`config.mk`:
```
export PLATFORM = sky130hd
export DESIGN_NAME = pstd_regs
export DESIGN_NICKNAME = d
export VERILOG_FILES = /design/src/hw/pstd_pkg.sv /design/src/hw/pstd_regs.sv
export VERILOG_INCLUDE_DIRS = /design/src /design/src/hw
export SDC_FILE = /design/constraint.sdc
export NUM_CORES = 1
export LEC_CHECK = 0
export ABC_AREA = 1
export BUFFER_PORTS_ARGS = -buffer_cell sky130_fd_sc_hd__buf_2
export CORE_MARGIN = 10
export CORE_UTILIZATION = 40
export DETAILED_ROUTE_END_ITERATION = 10
export PLACE_DENSITY = 0.73
export REMOVE_ABC_BUFFERS = 1
export SKIP_CTS_REPAIR_TIMING = 1
export SLEW_MARGIN = 25
export SYNTH_ARGS = -nofsm -noshare
export SYNTH_HDL_FRONTEND = slang
export SYNTH_SLANG_ARGS = --single-unit
export TNS_END_PERCENT = 5
```
`constraint.sdc`:
```
create_clock -name clk_i -period 4.18 [get_ports clk_i]
set_clock_uncertainty 0.2 [all_clocks]
set_input_delay 0.627 -clock clk_i [delete_from_list [all_inputs] [get_ports clk_i]]
set_output_delay 0.627 -clock clk_i [all_outputs]
set_load 0.01 [all_outputs]
```
`src/hw/pstd_map.svh`:
```
// register offsets, field positions, reset values for the self-test/diag register group
`ifndef PSTD_MAP_SVH
`define PSTD_MAP_SVH
// register indices; byte address is four times the index
`define PSTD_IDX_MODE    6'h16
`define PSTD_IDX_TALLY   6'h1B
`define PSTD_IDX_PKT     6'h1C
`define PSTD_IDX_CABLE   6'h1E
`define PSTD_IDX_RST     6'h1F
// field positions
`define PSTD_BIT_LOCK    15
`define PSTD_BIT_DSTART  15
`define PSTD_BIT_SWRST   15
`define PSTD_BIT_RSTRT   14
`define PSTD_BIT_SATMODE 2
`define PSTD_BIT_DONE    1
`define PSTD_BIT_FAIL    0
// reset values and limits
`define PSTD_GAP_RST     8'h7D
`define PSTD_PKT_RST     11'h5DC
`define PSTD_MODE_RST    3'h0
`define PSTD_TALLY_MAX   8'hFF
`define PSTD_QUAL_RST    2'h0
`endif

```
`src/hw/pstd_pkg.sv`:
```
// types shared by the self-test/diag register group
package pstd_pkg;
    // cable measurement sequencing
    typedef enum logic [0:0] {
        DIAG_IDLE = 1'b0,
        DIAG_RUN  = 1'b1
    } pstd_diag_type;
    // link quality codes; zero carries no meaning
    typedef enum logic [1:0] {
        QUAL_NONE   = 2'b00,
        QUAL_GOOD   = 2'b01,
        QUAL_MEDIUM = 2'b10,
        QUAL_POOR   = 2'b11
    } pstd_qual_type;
endpackage

```
`src/hw/pstd_regs.sv`:
```
// self-test, cable diagnostic and reset control registers on a classic wishbone slave
`timescale 1ns/1ps
`default_nettype none
`include "pstd_map.svh"

module pstd_regs
(
    input  wire logic        clk_i,
    input  wire logic        rst_i,
    input  wire logic        cyc_i,
    input  wire logic        stb_i,
    input  wire logic        we_i,
    input  wire logic [7:0]  adr_i,
    input  wire logic [3:0]  sel_i,
    input  wire logic [31:0] dat_i,
    output logic      [31:0] dat_o,
    output logic             ack_o,
    input  wire logic        err_byte_i,
    input  wire logic        diag_done_i,
    input  wire logic        diag_fail_i,
    input  wire logic [1:0]  link_quality_i,
    output logic [1:0]       selftest_mode_o,
    output logic [7:0]       generator_gap_bytes_o,
    output logic [10:0]      generator_packet_bytes_o,
    output logic             diag_start_o,
    output logic             soft_reset_o,
    output logic             soft_restart_o
);

    // =========================================================
    // merge a 16-bit register with written byte lanes
    function automatic logic [15:0] lane_merge(input logic [15:0] old_v,
                                               input logic [31:0] wd,
                                               input logic [3:0]  sel);
        logic [15:0] res;
        res = old_v;
        if (sel[0])
        begin
            res[7:0] = wd[7:0];
        end
        if (sel[1])
        begin
            res[15:8] = wd[15:8];
        end
        return res;
    endfunction

    // =========================================================
    // bus slave state
    logic        ack_ff;
    logic        nxt_ack;
    logic [31:0] rdat_ff;
    logic [31:0] nxt_rdat;
    logic        req;
    logic        wr;
    logic        rd;
    logic [5:0]  idx;

    // =========================================================
    // register and block state
    logic [2:0]              mode_ff;
    logic [2:0]              nxt_mode;
    logic [7:0]              gap_ff;
    logic [7:0]              nxt_gap;
    logic [10:0]             pkt_ff;
    logic [10:0]             nxt_pkt;
    logic [7:0]              cnt_ff;
    logic [7:0]              nxt_cnt;
    logic [7:0]              view_ff;
    logic [7:0]              nxt_view;
    logic                    locked_ff;
    logic                    nxt_locked;
    pstd_pkg::pstd_diag_type diag_ff;
    pstd_pkg::pstd_diag_type nxt_diag;
    logic                    done_ff;
    logic                    nxt_done;
    logic                    fail_ff;
    logic                    nxt_fail;
    pstd_pkg::pstd_qual_type qual_ff;
    pstd_pkg::pstd_qual_type nxt_qual;
    logic                    swrst_ff;
    logic                    nxt_swrst;
    logic                    rstrt_ff;
    logic                    nxt_rstrt;
    logic                    rst_all;
    logic                    lock_wr;
    logic                    freeze_wr;
    logic                    start_wr;

    // request decode; ack rises one cycle after the request
    assign req = cyc_i && stb_i && !ack_ff;
    assign wr  = req && we_i;
    assign rd  = req && !we_i;
    assign idx = adr_i[7:2];
    assign rst_all = rst_i || swrst_ff;

    // write strobes that act beyond storing
    assign lock_wr   = wr && (idx == `PSTD_IDX_TALLY) && sel_i[1]
                       && dat_i[`PSTD_BIT_LOCK];
    assign freeze_wr = wr && (idx == `PSTD_IDX_MODE) && sel_i[0];
    assign start_wr  = wr && (idx == `PSTD_IDX_CABLE) && sel_i[1];

    // =========================================================
    // bus answer: read mux, unmapped reads give zero
    always_comb
    begin
        nxt_ack  = req;
        nxt_rdat = rdat_ff;
        if (rd)
        begin
            nxt_rdat = 32'h0000_0000;
            if (idx == `PSTD_IDX_MODE)
            begin
                nxt_rdat[2:0] = mode_ff;
            end
            else if (idx == `PSTD_IDX_TALLY)
            begin
                nxt_rdat[15:8] = view_ff;
                nxt_rdat[7:0]  = gap_ff;
            end
            else if (idx == `PSTD_IDX_PKT)
            begin
                nxt_rdat[10:0] = pkt_ff;
            end
            else if (idx == `PSTD_IDX_CABLE)
            begin
                nxt_rdat[`PSTD_BIT_DSTART] = diag_ff[0];
                nxt_rdat[9:8]              = qual_ff;
                nxt_rdat[`PSTD_BIT_DONE]   = done_ff;
                nxt_rdat[`PSTD_BIT_FAIL]   = fail_ff;
            end
            else
            begin
                nxt_rdat = 32'h0000_0000;
            end
        end
    end

    // bus flops live on the pin reset only so a reset write is acked
    always_ff @(posedge clk_i)
    begin
        if (rst_i)
        begin
            ack_ff  <= 1'b0;
            rdat_ff <= 32'h0000_0000;
        end
        else
        begin
            ack_ff  <= nxt_ack;
            rdat_ff <= nxt_rdat;
        end
    end

    // =========================================================
    // configuration fields and reset controls
    always_comb
    begin
        logic [15:0] m;
        m         = 16'h0000;
        nxt_mode  = mode_ff;
        nxt_gap   = gap_ff;
        nxt_pkt   = pkt_ff;
        nxt_swrst = 1'b0;
        nxt_rstrt = 1'b0;
        if (wr && (idx == `PSTD_IDX_MODE))
        begin
            m        = lane_merge({13'h0000, mode_ff}, dat_i, sel_i);
            nxt_mode = m[2:0];
        end
        else if (wr && (idx == `PSTD_IDX_TALLY))
        begin
            m       = lane_merge({8'h00, gap_ff}, dat_i, sel_i);
            nxt_gap = m[7:0];
        end
        else if (wr && (idx == `PSTD_IDX_PKT))
        begin
            m       = lane_merge({5'h00, pkt_ff}, dat_i, sel_i);
            nxt_pkt = m[10:0];
        end
        else if (wr && (idx == `PSTD_IDX_RST) && sel_i[1])
        begin
            nxt_swrst = dat_i[`PSTD_BIT_SWRST];
            nxt_rstrt = dat_i[`PSTD_BIT_RSTRT];
        end
    end

    // software reset pulse clears itself after one cycle; only the pin reset resets its flop
    always_ff @(posedge clk_i)
    begin
        if (rst_i)
        begin
            swrst_ff <= 1'b0;
        end
        else
        begin
            swrst_ff <= nxt_swrst && !swrst_ff;
        end
    end

    // configuration flops; restart leaves them alone
    always_ff @(posedge clk_i)
    begin
        if (rst_all)
        begin
            mode_ff  <= `PSTD_MODE_RST;
            gap_ff   <= `PSTD_GAP_RST;
            pkt_ff   <= `PSTD_PKT_RST;
            rstrt_ff <= 1'b0;
        end
        else
        begin
            mode_ff  <= nxt_mode;
            gap_ff   <= nxt_gap;
            pkt_ff   <= nxt_pkt;
            rstrt_ff <= nxt_rstrt;
        end
    end

    // =========================================================
    // error tally: running counter and the shown value
    always_comb
    begin
        nxt_cnt    = cnt_ff;
        nxt_view   = view_ff;
        nxt_locked = locked_ff;
        if (err_byte_i)
        begin
            if (cnt_ff != `PSTD_TALLY_MAX || mode_ff[`PSTD_BIT_SATMODE])
            begin
                nxt_cnt = cnt_ff + 8'h01;
            end
        end
        if (lock_wr)
        begin
            nxt_view   = cnt_ff;
            nxt_cnt    = 8'h00;
            nxt_locked = 1'b1;
        end
        else if (freeze_wr)
        begin
            nxt_locked = 1'b1;
        end
        else if (locked_ff)
        begin
            if (rd && (idx == `PSTD_IDX_TALLY))
            begin
                nxt_locked = 1'b0;
            end
        end
        else
        begin
            nxt_view = cnt_ff;
        end
        if (rstrt_ff)
        begin
            nxt_cnt = 8'h00;
        end
    end

    always_ff @(posedge clk_i)
    begin
        if (rst_all)
        begin
            cnt_ff    <= 8'h00;
            view_ff   <= 8'h00;
            locked_ff <= 1'b0;
        end
        else
        begin
            cnt_ff    <= nxt_cnt;
            view_ff   <= nxt_view;
            locked_ff <= nxt_locked;
        end
    end

    // =========================================================
    // cable measurement start, done, fail and quality
    always_comb
    begin
        nxt_diag = diag_ff;
        nxt_done = done_ff;
        nxt_fail = fail_ff;
        nxt_qual = qual_ff;
        if (start_wr)
        begin
            if (dat_i[`PSTD_BIT_DSTART])
            begin
                nxt_diag = pstd_pkg::DIAG_RUN;
                nxt_done = 1'b0;
                nxt_fail = 1'b0;
            end
            else
            begin
                nxt_diag = pstd_pkg::DIAG_IDLE;
            end
        end
        if (diag_ff == pstd_pkg::DIAG_RUN && diag_done_i)
        begin
            nxt_diag = pstd_pkg::DIAG_IDLE;
            nxt_done = 1'b1;
            nxt_fail = diag_fail_i;
            nxt_qual = pstd_pkg::pstd_qual_type'(link_quality_i);
        end
    end

    always_ff @(posedge clk_i)
    begin
        if (rst_all)
        begin
            diag_ff <= pstd_pkg::DIAG_IDLE;
            done_ff <= 1'b0;
            fail_ff <= 1'b0;
            qual_ff <= pstd_pkg::pstd_qual_type'(`PSTD_QUAL_RST);
        end
        else
        begin
            diag_ff <= nxt_diag;
            done_ff <= nxt_done;
            fail_ff <= nxt_fail;
            qual_ff <= nxt_qual;
        end
    end

    // outputs straight from flops
    assign dat_o                    = rdat_ff;
    assign ack_o                    = ack_ff;
    assign selftest_mode_o          = mode_ff[1:0];
    assign generator_gap_bytes_o    = gap_ff;
    assign generator_packet_bytes_o = pkt_ff;
    assign diag_start_o             = diag_ff[0];
    assign soft_reset_o             = swrst_ff;
    assign soft_restart_o           = rstrt_ff;
endmodule
`default_nettype wire

```
# [Word-level counts from Yosys, hierarchy flattened]
# Index checks and enable logic that the tools add are counted.
[classes] addsub=1 n_bitwise=3 n_mux=24 n_reduce_logical=34 n_eq_ne=8
[ops] operator="$eq A6 B5 Y1 const B" n=5
[ops] operator="$mux W29" n=1
[ops] operator="$mux W8" n=3
[ops] operator="$logic_and A1 B1 Y1" n=17
[ops] operator="$mux W16" n=1
[ops] operator="$mux W1" n=14
[ops] operator="$mux W11" n=1
[ops] operator="$add A8 B1 Y8 const B" n=1
[ops] operator="$ne A8 B8 Y1 const B" n=1
[ops] operator="$reduce_and A2 Y1" n=4
[ops] operator="$reduce_and A4 Y1" n=2
[ops] operator="$mux W5" n=1
[ops] operator="$reduce_or A5 Y1" n=1
[ops] operator="$mux W2" n=2
[ops] operator="$reduce_bool A2 Y1" n=2
[ops] operator="$logic_not A1 Y1" n=3
[ops] operator="$mux W3" n=1
[ops] operator="$not A1 Y1" n=3
[ops] operator="$reduce_and A3 Y1" n=1
[ops] operator="$reduce_or A3 Y1" n=1
[ops] operator="$logic_or A1 B1 Y1" n=2
[ops] operator="$ne A2 B1 Y1 const B" n=1
[ops] operator="$ne A2 B2 Y1 const B" n=1
[ops] operator="$reduce_or A2 Y1" n=1
[word_totals] register_bits=79 output_inout_bits=57 input_bits=54

# [Logic depth before layout (Yosys ltp)]
# Gate-level depths: netlist (run 1).
[depth] word_depth=10 depth_mapped=9

# [Worst setup path before layout (run 1)]
# OpenSTA, ideal clock, no wires.
[synth_timing] kind="input port to flip-flop" startpoint="in adr_i[2]" endpoint="reg pkt_ff[7] (netlist: generator_packet_bytes_o[7])" n_path_buf=0 setup_ns=0.125 slack_ns=2.327 t_arrival_ns=1.528 cell_stages=6 cell_sequence="nor2_1 > nand2_4 > nor2_8 > nand2_4 > nand2_1 > o211ai_2"
[synth_via] elab_chain_len=4 elab_cells_between_ends=9 classes_between="eq/ne (3); bitwise (2); reduce/logical (4)"
[synth_rtl] item="from (decl)" line="pstd_regs.sv:13" rtl="input wire logic [7:0] adr_i,"
[synth_rtl] item="$eq A6 B5 Y1 (no source line)"
[synth_rtl] item="$logic_and A1 B1 Y1, on equally long branches" line="pstd_regs.sv:170, pstd_regs.sv:165"
[synth_rtl] item="$not A1 Y1 (no source line)"
[synth_rtl] item="$reduce_and A4 Y1 (no source line) *"
[synth_rtl] item="to (signal assigned)" line="pstd_regs.sv:207" rtl="pkt_ff <= `PSTD_PKT_RST;"
[synth_rtl] item="to (signal assigned)" line="pstd_regs.sv:214" rtl="pkt_ff <= nxt_pkt;"
[synth_rtl] item="to (decl)" line="pstd_regs.sv:65" rtl="logic [10:0] pkt_ff;"
# Mark *: on every way between the ends. The rest lies on a longest branch, timed or not.
# A chain may end at the register's enable or synchronous reset.

# [Worst setup path after layout (run 1)]
[layout_timing] startpoint="in we_i" endpoint="reg rdat_ff[5] (netlist: dat_o[5])"
[layout_via] elab_chain_len=2
[layout_rtl] item="from (decl)" line="pstd_regs.sv:12" rtl="input wire logic we_i,"
[layout_rtl] item="$logic_not A1 Y1" line="pstd_regs.sv:93" rtl="assign rd = req && !we_i;"
[layout_rtl] item="$logic_and A1 B1 Y1" line="pstd_regs.sv:93"
[layout_rtl] item="to (signal assigned)" line="pstd_regs.sv:150" rtl="rdat_ff <= nxt_rdat;"
[layout_rtl] item="to (decl)" line="pstd_regs.sv:52" rtl="logic [31:0] rdat_ff;"
# Every way passes these cells.

==> results of run 1 <==
[worst max path at each step]
stage | end | from | slack [ps]
2_1_floorplan | soft_reset_o | rst_i | 1980
3_3_place_gp | dat_o[6] | we_i | 1620
3_5_place_dp | dat_o[5] | we_i | 1530
4_1_cts | dat_o[5] | we_i | 1890
5_1_grt | dat_o[5] | we_i | 1680
6_report | dat_o[5] | we_i | 1910
[final cells by class]
type / count / area [sq um] / area share [%]
multi-input combinational: 317 / 1551 / 42.11
sequential: 63 / 1261 / 34.23
timing repair buffer: 72 / 362.8 / 9.847
clock buffer: 14 / 182.7 / 4.958
inverter: 37 / 138.9 / 3.769
tap: 102 / 127.6 / 3.463
clock inverter: 2 / 60.06 / 1.630
[Yosys cell counts, types with 4 or more instances]
master and instances:
dfxtp_1 63, buf_4 19, inv_1 36, buf_2 4
a21oi_1 36, o21ai_0 8, clkbuf_1 4, a31oi_1 5
nand3_1 58, nand2_1 114, nor2_4 6, nor2_1 46
[worst max-delay path, cell delays in order]
cell,delay [ps]
buf_2,110
inv_1,120
nand4_2,490
nor2_1,670
nand3_1,160
a31oi_1,160
[per-layer routing]
metal	part of all wire [%]	vias up	track usage (%)
met5	0	-	0
met4	0.88	0	5.534
met3	7.7	9	4.343
met2	48	95	24.44
met1	44	1316	17.31
li1	-	1495	-
[stage by stage]
step / setup slack [ps] / std cells / area [sq um] / utilization (%)
global placement: 1617 / 591 / 3442 / 45.01
global route: 1680 / 607 / 3685 / 48.18
CTS: 1893 / 607 / 3685 / 48.18
floorplan: 1982 / 417 / 2952 / -
finish: 1909 / 607 / 3685 / 48.18
detailed placement: 1533 / 591 / 3442 / 45.01
[registers in the layout, summed over array words and instances (netlist names)]
name                      cells
ack_o                         1
cnt_ff                        8
dat_o                        16
diag_start_o                  1
done_ff                       1
fail_ff                       1
generator_gap_bytes_o         8
generator_packet_bytes_o     11
locked_ff                     1
mode_ff                       3
qual_ff                       2
soft_reset_o                  1
soft_restart_o                1
view_ff                       8
[cells by family (layout without fill, tap and decap cells)]
group	Yosys count	in the layout	share of synthesized area (%)
flops	63	63	40.69
compound gates	52	52	9.003
simple gates	243	243	37.30
other cells	1	16	0.1210
xor+xnor	5	5	1.413
fa+ha+maj	1	1	0.4036
buf+inv	67	125	11.06
[power by group]
part | leakage, nW | internal (mW) | switching [mW]
Clock | 0.123 | 0.402 | 0.231
Combinational | 1.09 | 0.0224 | 0.0570
Sequential | 0.509 | 0.604 | 0.00310
Total | 1.72 | 1.03 | 0.292
==> results.toml, run 1 <==
[setup_path]
r2r_cells = 5
r2r-start = "ack_o"
crit_fanout = 19
path_class = "input port to register"
critPathLaunchType = "input port"
crit_arrival_ps = 2340
cp_data_required_time_ps = 4240
rrSetupSlack_ps = 2040
setup.worst_path.end_class = "register"
r2r_end = "dat_o[5]"

[global_route]
grt_usage_pct = 14.64
grt_pass1_wl_um = 13720
overflow = 0
antenna_found_initial = 0
grt_max_degree = 34
first_global_vias = 2789

[hold_path]
worstHoldStart = "dat_o[11]"
holdPathEnd = "dat_o[11]"
hp-class = "register to register"
whs_path_depth = 2

[power]
power_mw = 1.319
power.leakage_nw = 1.717
power_density_mw_per_mm2 = 358.0
ir_worst_vdd_mv = 0.1635

[clocking]
clockBufferDepth = 2
cts-buffers-inserted = 9
clkSinkCount = 63
tritoncts = "built"
htreeDepth = 3
clkTransAtPathRegs_ps = 70
clockRootBuffer = "clkbuf_8"
clkLatencyLatePin_ps = 340

[timing]
maxSlewViolCount = 0
finalCritPeriodShare_pct = 54.33
relSlewSlack_pct = 59.80
tns_ps = 0
rsz0062_at_grt = "no"
setup_viol = 0
max_freq_mhz = 440.3
hold_ws_ps = 264.6
fin_crit_ps = 2271
final_hold_viol_count = 0
worst_pin_slew_ps = 600.8

[routing]
first_pass_iters = 4
postRouteAntennaNets = 0
viasPerCell = 4.802
wire_per_inst_um = 13.74
dr_total_vias = 2915
drcViolationCount = 0
drt_wl_total_um = 8342
drt_iter0_markers = 183

[finish]
nFillCells = 738
area_growth_pct = 18.89
final_common_cell = "nand2_1"
nets = 555
antenna_cells = 0
most-common-layout-cells = "nand2_1 (114), buf_2 (71), dfxtp_1 (63), nand3_1 (58), nor2_1 (46)"
drive_gt1_share_pct = 21.58

[job]
maxCapViolCount = 0

[synthesis]
synth_warnings = 0
async_flop_share_pct = 0
syn_inst = 432
netlist_area_sq_mm = 0.003099
ys.flop_type = "dfxtp_1"
syn-mean-instance-area_sq_um = 7.174
ys_top_cells_by_area = "dfxtp_1 (41%), nand2_1 (14%), nand3_1 (9.4%)"
synth_edf_count = 0
synth.top_cell.area_share_pct = 40.69
synth_top_cell_by_area = "dfxtp_1"
ys_seq_area_share_pct = 40.69
synth.distinct_cells = 33
ys_seq_elements = 63

[die]
die_x_um = 108.0
start_util_pct = 40.53
core_area_sq_mm = 0.007647
die_area_sq_mm = 0.01167
num_rows = 32
ios = 111
die_h_um = 108.0

[status]
status = "complete, no violations"

[place]
gp_congestion = 0.8699
hpwl_um = 6308
port_buffers = 71
No activity file was read; power rests on OpenSTA's default activity.
==> run 2, diff against run 1 <==
==> constraint.sdc (replaced) <==
create_clock -name clk_i -period 2.1 [get_ports clk_i]
set_clock_uncertainty 0.2 [all_clocks]
set_input_delay 0.315 -clock clk_i [delete_from_list [all_inputs] [get_ports clk_i]]
set_output_delay 0.315 -clock clk_i [all_outputs]
set_load 0.01 [all_outputs]
==> results.toml, run 2 (synthesis results as in run 1) <==
[finish]
nets = 565
drive_gt1_share_pct = 22.52
final_common_cell = "nand2_1"
most-common-layout-cells = "nand2_1 (114), buf_2 (71), dfxtp_1 (63), nand3_1 (58), nor2_1 (46)"
area_growth_pct = 20.15
nFillCells = 752
antenna_cells = 0
largest_reg_flops = 16
final_cell_area_sq_mm = 0.003724

[timing]
max_freq_mhz = 581.5
setup_ws_ps = 380.2
setup_viol = 0
hold_ws_ps = -0.07200
finalCritPeriodShare_pct = 81.90
tns_ps = 0
rsz0062_at_grt = "no"
final_hold_viol_count = 1
fin_crit_ps = 1720
maxSlewViolCount = 0

[clocking]
clkLatencyLatePin_ps = 340
clockRootBuffer = "clkbuf_8"
cts-buffers-inserted = 9
htreeDepth = 3
tritoncts = "built"
clkTransAtPathRegs_ps = 70
clkSinkCount = 63
clockBufferDepth = 2

[setup_path]
slowest_delay_ps = 440
crit_arrival_ps = 1750
r2r_end = "cnt_ff[5]"
path_buf_inv = 1
r2r-start = "cnt_ff[0]"
cpMostUsedCell = "nand2_1"
critPathTopFamily = "flip-flops"
crit_fanout = 9
path_class = "register to register"
crit_path_cell_trace = "ha_1 -> nand2_1 -> nor2_1 -> nand2_1 -> nand2_2 -> inv_1 -> o21ai_0 -> a21oi_1"
r2r_cells = 8
setup.worst_path.end_class = "register"
slowest_stage = "dfxtp_1"
rrSetupSlack_ps = 380
critPathLaunchType = "register"
cp_data_required_time_ps = 2130

[routing]
drt_iter0_markers = 215
drcViolationCount = 0
wire_per_inst_um = 13.75
viasPerCell = 4.875
route.top_layer_used = "met4"
dr_wl_met2_um = 4030
drt-met1-wl_um = 3597
wl_met3_um = 713
postRouteAntennaNets = 0
dr_total_vias = 3008
first_pass_iters = 4
drt_wl_total_um = 8484

[hold_path]
hp-class = "input port to register"
worstHoldStart = "dat_i[3]"
whs_path_depth = 3
holdPathEnd = "generator_gap_bytes_o[3]"

[die]
die_x_um = 108.0
start_util_pct = 40.53
die_area_sq_mm = 0.01167
core_area_sq_mm = 0.007647
num_rows = 32
ios = 111
die_h_um = 108.0

[power]
p_clk_share_pct = 43.4
power_density_mw_per_mm2 = 653.4
swShare_pct = 25.81
power.leakage_nw = 1.736
p_comb_share_pct = 7.0
ir_worst_vdd_mv = 0.3530
p_sw_mw = 0.6279
power_frac_seq_pct = 49.6
p_int_mw = 1.805

[place]
place_ws_ps = 138.0
port_buffers = 71
hpwl_um = 6390
gp_congestion = 0.8438
postPlaceCellArea_sq_mm = 0.003487

[global_route]
grt_max_degree = 34
antenna_found_initial = 0
grt_pass1_wl_um = 13860
grt_usage_pct = 14.82
first_global_vias = 2902
overflow = 0

[job]
maxCapViolCount = 0

[status]
status = "complete, but fails checks"
failed_checks = "hold timing"
run 2: metrics by stage:
stage                     utilization (%)  power [mW]  std cells
after floorplan                         -       1.321        417
after global placement              45.60       1.394        597
after detailed placement            45.60       1.398        597
after CTS                           48.17       2.442        613
after global routing                48.69       2.533        617
final                               48.69       2.433        617
run 2: area by class of cell:
cell class              count  area, sq um  area share [%]
inverters                  37        138.9           3.730
multi-input cells         317         1551           41.67
well taps                 102        127.6           3.427
flip-flops and latches     63         1261           33.87
repair buffers             82        447.9           12.03
clock buffers               9        123.9           3.327
clock inverters             7        72.57           1.949
run 2: worst max path at each step:
stage	startpoint	to	slack, ps	cells past startpoint
floorplan	soft_reset_o	soft_reset_o	170	5
global placement	adr_i[5]	generator_gap_bytes_o[1]	230	10
detailed placement	adr_i[5]	generator_gap_bytes_o[1]	140	10
CTS	cnt_ff[0]	cnt_ff[5]	370	8
global route	cnt_ff[0]	cnt_ff[5]	190	8
finish	cnt_ff[0]	cnt_ff[5]	380	8
run 2: power by group through the flow:
stage          Combinational [mW]  Clock, mW  Sequential [mW]
2_1_floorplan              0.0868          0             1.23
3_3_place_gp                0.160          0             1.23
3_5_place_dp                0.163          0             1.23
4_1_cts                     0.164       1.07             1.21
5_1_grt                     0.191       1.13             1.21
6_report                    0.171       1.06             1.21
run 2: tightest hold or removal path, cell delays in order:
cell and delay, ps:
buf_2 90, nand2_1 50, nand3_1 50
run 2: metal layers:
| layer | GRT usage, % | vias up |
|---|---|---|
| met5 | 0 | - |
| met4 | 5.821 | 0 |
| met3 | 5.354 | 10 |
| met2 | 23.97 | 116 |
| met1 | 17.51 | 1367 |
| li1 | - | 1515 |
==> run 3, diff against run 2 <==
--- a/config.mk
+++ b/config.mk
@@ -6,12 +6,12 @@
 export SDC_FILE = /design/constraint.sdc
 export NUM_CORES = 1
 export LEC_CHECK = 0
-export ABC_AREA = 1
+export ABC_AREA = 0
 export BUFFER_PORTS_ARGS = -buffer_cell sky130_fd_sc_hd__buf_2
 export CORE_MARGIN = 10
 export CORE_UTILIZATION = 40
 export DETAILED_ROUTE_END_ITERATION = 10
-export PLACE_DENSITY = 0.73
+export PLACE_DENSITY = 0.74
 export REMOVE_ABC_BUFFERS = 1
 export SKIP_CTS_REPAIR_TIMING = 1
 export SLEW_MARGIN = 25
==> constraint.sdc (replaced) <==
create_clock -name clk_i -period 1.6 [get_ports clk_i]
set_clock_uncertainty 0.2 [all_clocks]
set_input_delay 0.24 -clock clk_i [delete_from_list [all_inputs] [get_ports clk_i]]
set_output_delay 0.24 -clock clk_i [all_outputs]
set_load 0.01 [all_outputs]
==> results.toml, run 3 <==
[routing]
postRouteAntennaNets = 0
drt_wl_total_um = 8812
viasPerCell = 5.202
wire_per_inst_um = 16.17
drcViolationCount = 0
dr_total_vias = 2835
drt_iter0_markers = 145
first_pass_iters = 4

[global_route]
grt_usage_pct = 14.82
grt_pass1_wl_um = 13490
antenna_found_initial = 0
overflow = 0
grt_max_degree = 23
first_global_vias = 2743

[power]
power_mw = 3.528
p_clk_share_pct = 46.3
swShare_pct = 21.36
power.leakage_nw = 1.836
p_int_mw = 2.774
power_frac_seq_pct = 45.1
power_density_mw_per_mm2 = 858.5
p_comb_share_pct = 8.6
ir_worst_vdd_mv = 0.3983
p_sw_mw = 0.7535

[synthesis]
async_flop_share_pct = 0
synth.top_cell.area_share_pct = 44.27
syn_inst = 316
synth.distinct_cells = 54
synthTopCellsByCount = "dfxtp_1 (63), nand2_1 (36), nor2_1 (31)"
ys_seq_elements = 63
syn-mean-instance-area_sq_um = 9.016
synth_top_cell_by_area = "dfxtp_1"
synth.most_common_cell = "dfxtp_1"
ys_seq_area_share_pct = 44.27
ys.flop_type = "dfxtp_1"
synth_edf_count = 0
netlist_area_sq_mm = 0.002849
synth_warnings = 0
ys_top_cells_by_area = "dfxtp_1 (44%), mux2i_1 (8.4%), buf_4 (5.0%)"

[clocking]
clockBufferDepth = 2
clkLatencyLatePin_ps = 320
clockRootBuffer = "clkbuf_8"
cts-buffers-inserted = 9
clkSinkCount = 63
clkTransAtPathRegs_ps = 70
tritoncts = "built"
htreeDepth = 3

[place]
hpwl_um = 6420
place_ws_ps = -295.4
gp_congestion = 0.8542
port_buffers = 71

[setup_path]
slowest_delay_ps = 340
critPathLaunchType = "register"
slowest_stage = "dfxtp_2"
crit_fanout = 8
crit_path_cell_trace = "and4b_2 -> buf_6 -> nand4_4 -> buf_12 -> mux2i_2 -> nand2_1"
crit_arrival_ps = 1690
path_class = "register to register"
setup.worst_path.end_class = "register"
cp_data_required_time_ps = 1610

[timing]
hold_ws_ps = -19.78
rsz0062_at_grt = "yes"
finalCritPeriodShare_pct = 105.0
max_freq_mhz = 595.3
setup_ws_ps = -79.92
final_hold_viol_count = 2
fin_crit_ps = 1680
maxSlewViolCount = 0
setup_viol = 21

[finish]
final_common_cell = "buf_2"
most-common-layout-cells = "buf_2 (72), dfxtp_1 (60), buf_4 (40), nand2_1 (36), nor2_1 (31)"
finish.utilization_pct = 59.82
area_growth_pct = 44.22
largest_reg_flops = 16
drive_gt1_share_pct = 38.31
nets = 499
antenna_cells = 0

[status]
status = "complete, but fails checks"
failed_checks = "hold timing, setup timing"

[hold_path]
hp-class = "input port to register"

[die]
die_x_um = 104.4
num_rows = 30
start_util_pct = 41.48
core_area_sq_mm = 0.006869
ios = 111
die_area_sq_mm = 0.01090
die_h_um = 104.4

[job]
maxCapViolCount = 0
-- run 3: cell types whose count changed after synthesis, sizes merged, moves of 7 or more --
cell    previous run  this run
clkbuf             4        11
mux2i              0        24
nand3             63        22
nor2              55        31
a21oi             36        16
nand2            118        36
inv               36         2
-- run 3: logic make-up (layout without fill, tap and decap cells) --
group | after synthesis | count (layout) | share of synthesized area [%]
buffers and inverters | 35 | 153 | 7.466
AO/OA/AOI/OAI | 58 | 58 | 13.35
multiplexers | 24 | 24 | 8.432
XOR/XNOR | 5 | 5 | 1.537
adder cells (fa/ha/maj) | 1 | 1 | 0.4391
flip-flops | 63 | 63 | 44.27
AND/OR/NAND/NOR | 129 | 129 | 24.38
other | 1 | 16 | 0.1316
-- run 3: stage by stage --
stage	hold WS, ps	instances	instance area, sq um	setup TNS (ps)
floorplan	109.1	298	2700	-10800
global placement	244.0	513	3567	-8467
detailed placement	249.4	513	3567	-9877
finish	-19.78	545	4109	-810.8
global route	5.088	545	4109	-3645
CTS	-81.14	529	3810	-4564
-- run 3: area by class of cell --
cell class	instances	area [sq um]
clock buffer	14	182.7
clock inverter	2	60.06
fill	592	2760
inverter	2	7.507
multi-input combinational	233	1554
sequential	63	1265
tap	96	120.1
timing repair buffer	135	919.6
-- run 3: critical path, delay by kind of cell (launching register included) --
family / cells / cell delay [ps]
mux: 1 / 230
buf+inv: 2 / 300
simple gates: 3 / 500
flops: 1 / 340
-- run 3: path summary, 6_finish.rpt --
kind,start,endpoint,slack [ps],depth (start not counted)
max,ack_o,generator_packet_bytes_o[6],-80,6
min,dat_i[2],generator_packet_bytes_o[2],-20,3
max reg2reg,ack_o,generator_packet_bytes_o[6],-80,6
min reg2reg,qual_ff[0],qual_ff[0],260,2
-- run 3: power groups by stage --
stage          Clock [mW]  Sequential, mW  Combinational (mW)
3_3_place_gp            0            1.62               0.240
6_report             1.63            1.59               0.304
3_5_place_dp            0            1.62               0.247
5_1_grt              1.74            1.59               0.329
4_1_cts              1.66            1.59               0.248
2_1_floorplan           0            1.62              0.0942
-- run 3: routing by layer --
metal	wire length [um]	global-route usage, %	up-vias
li1	-	-	1377
met1	3850	17.86	1328
met2	4043	23.86	116
met3	728	4.337	14
met4	190	6.362	0
met5	0	0	-
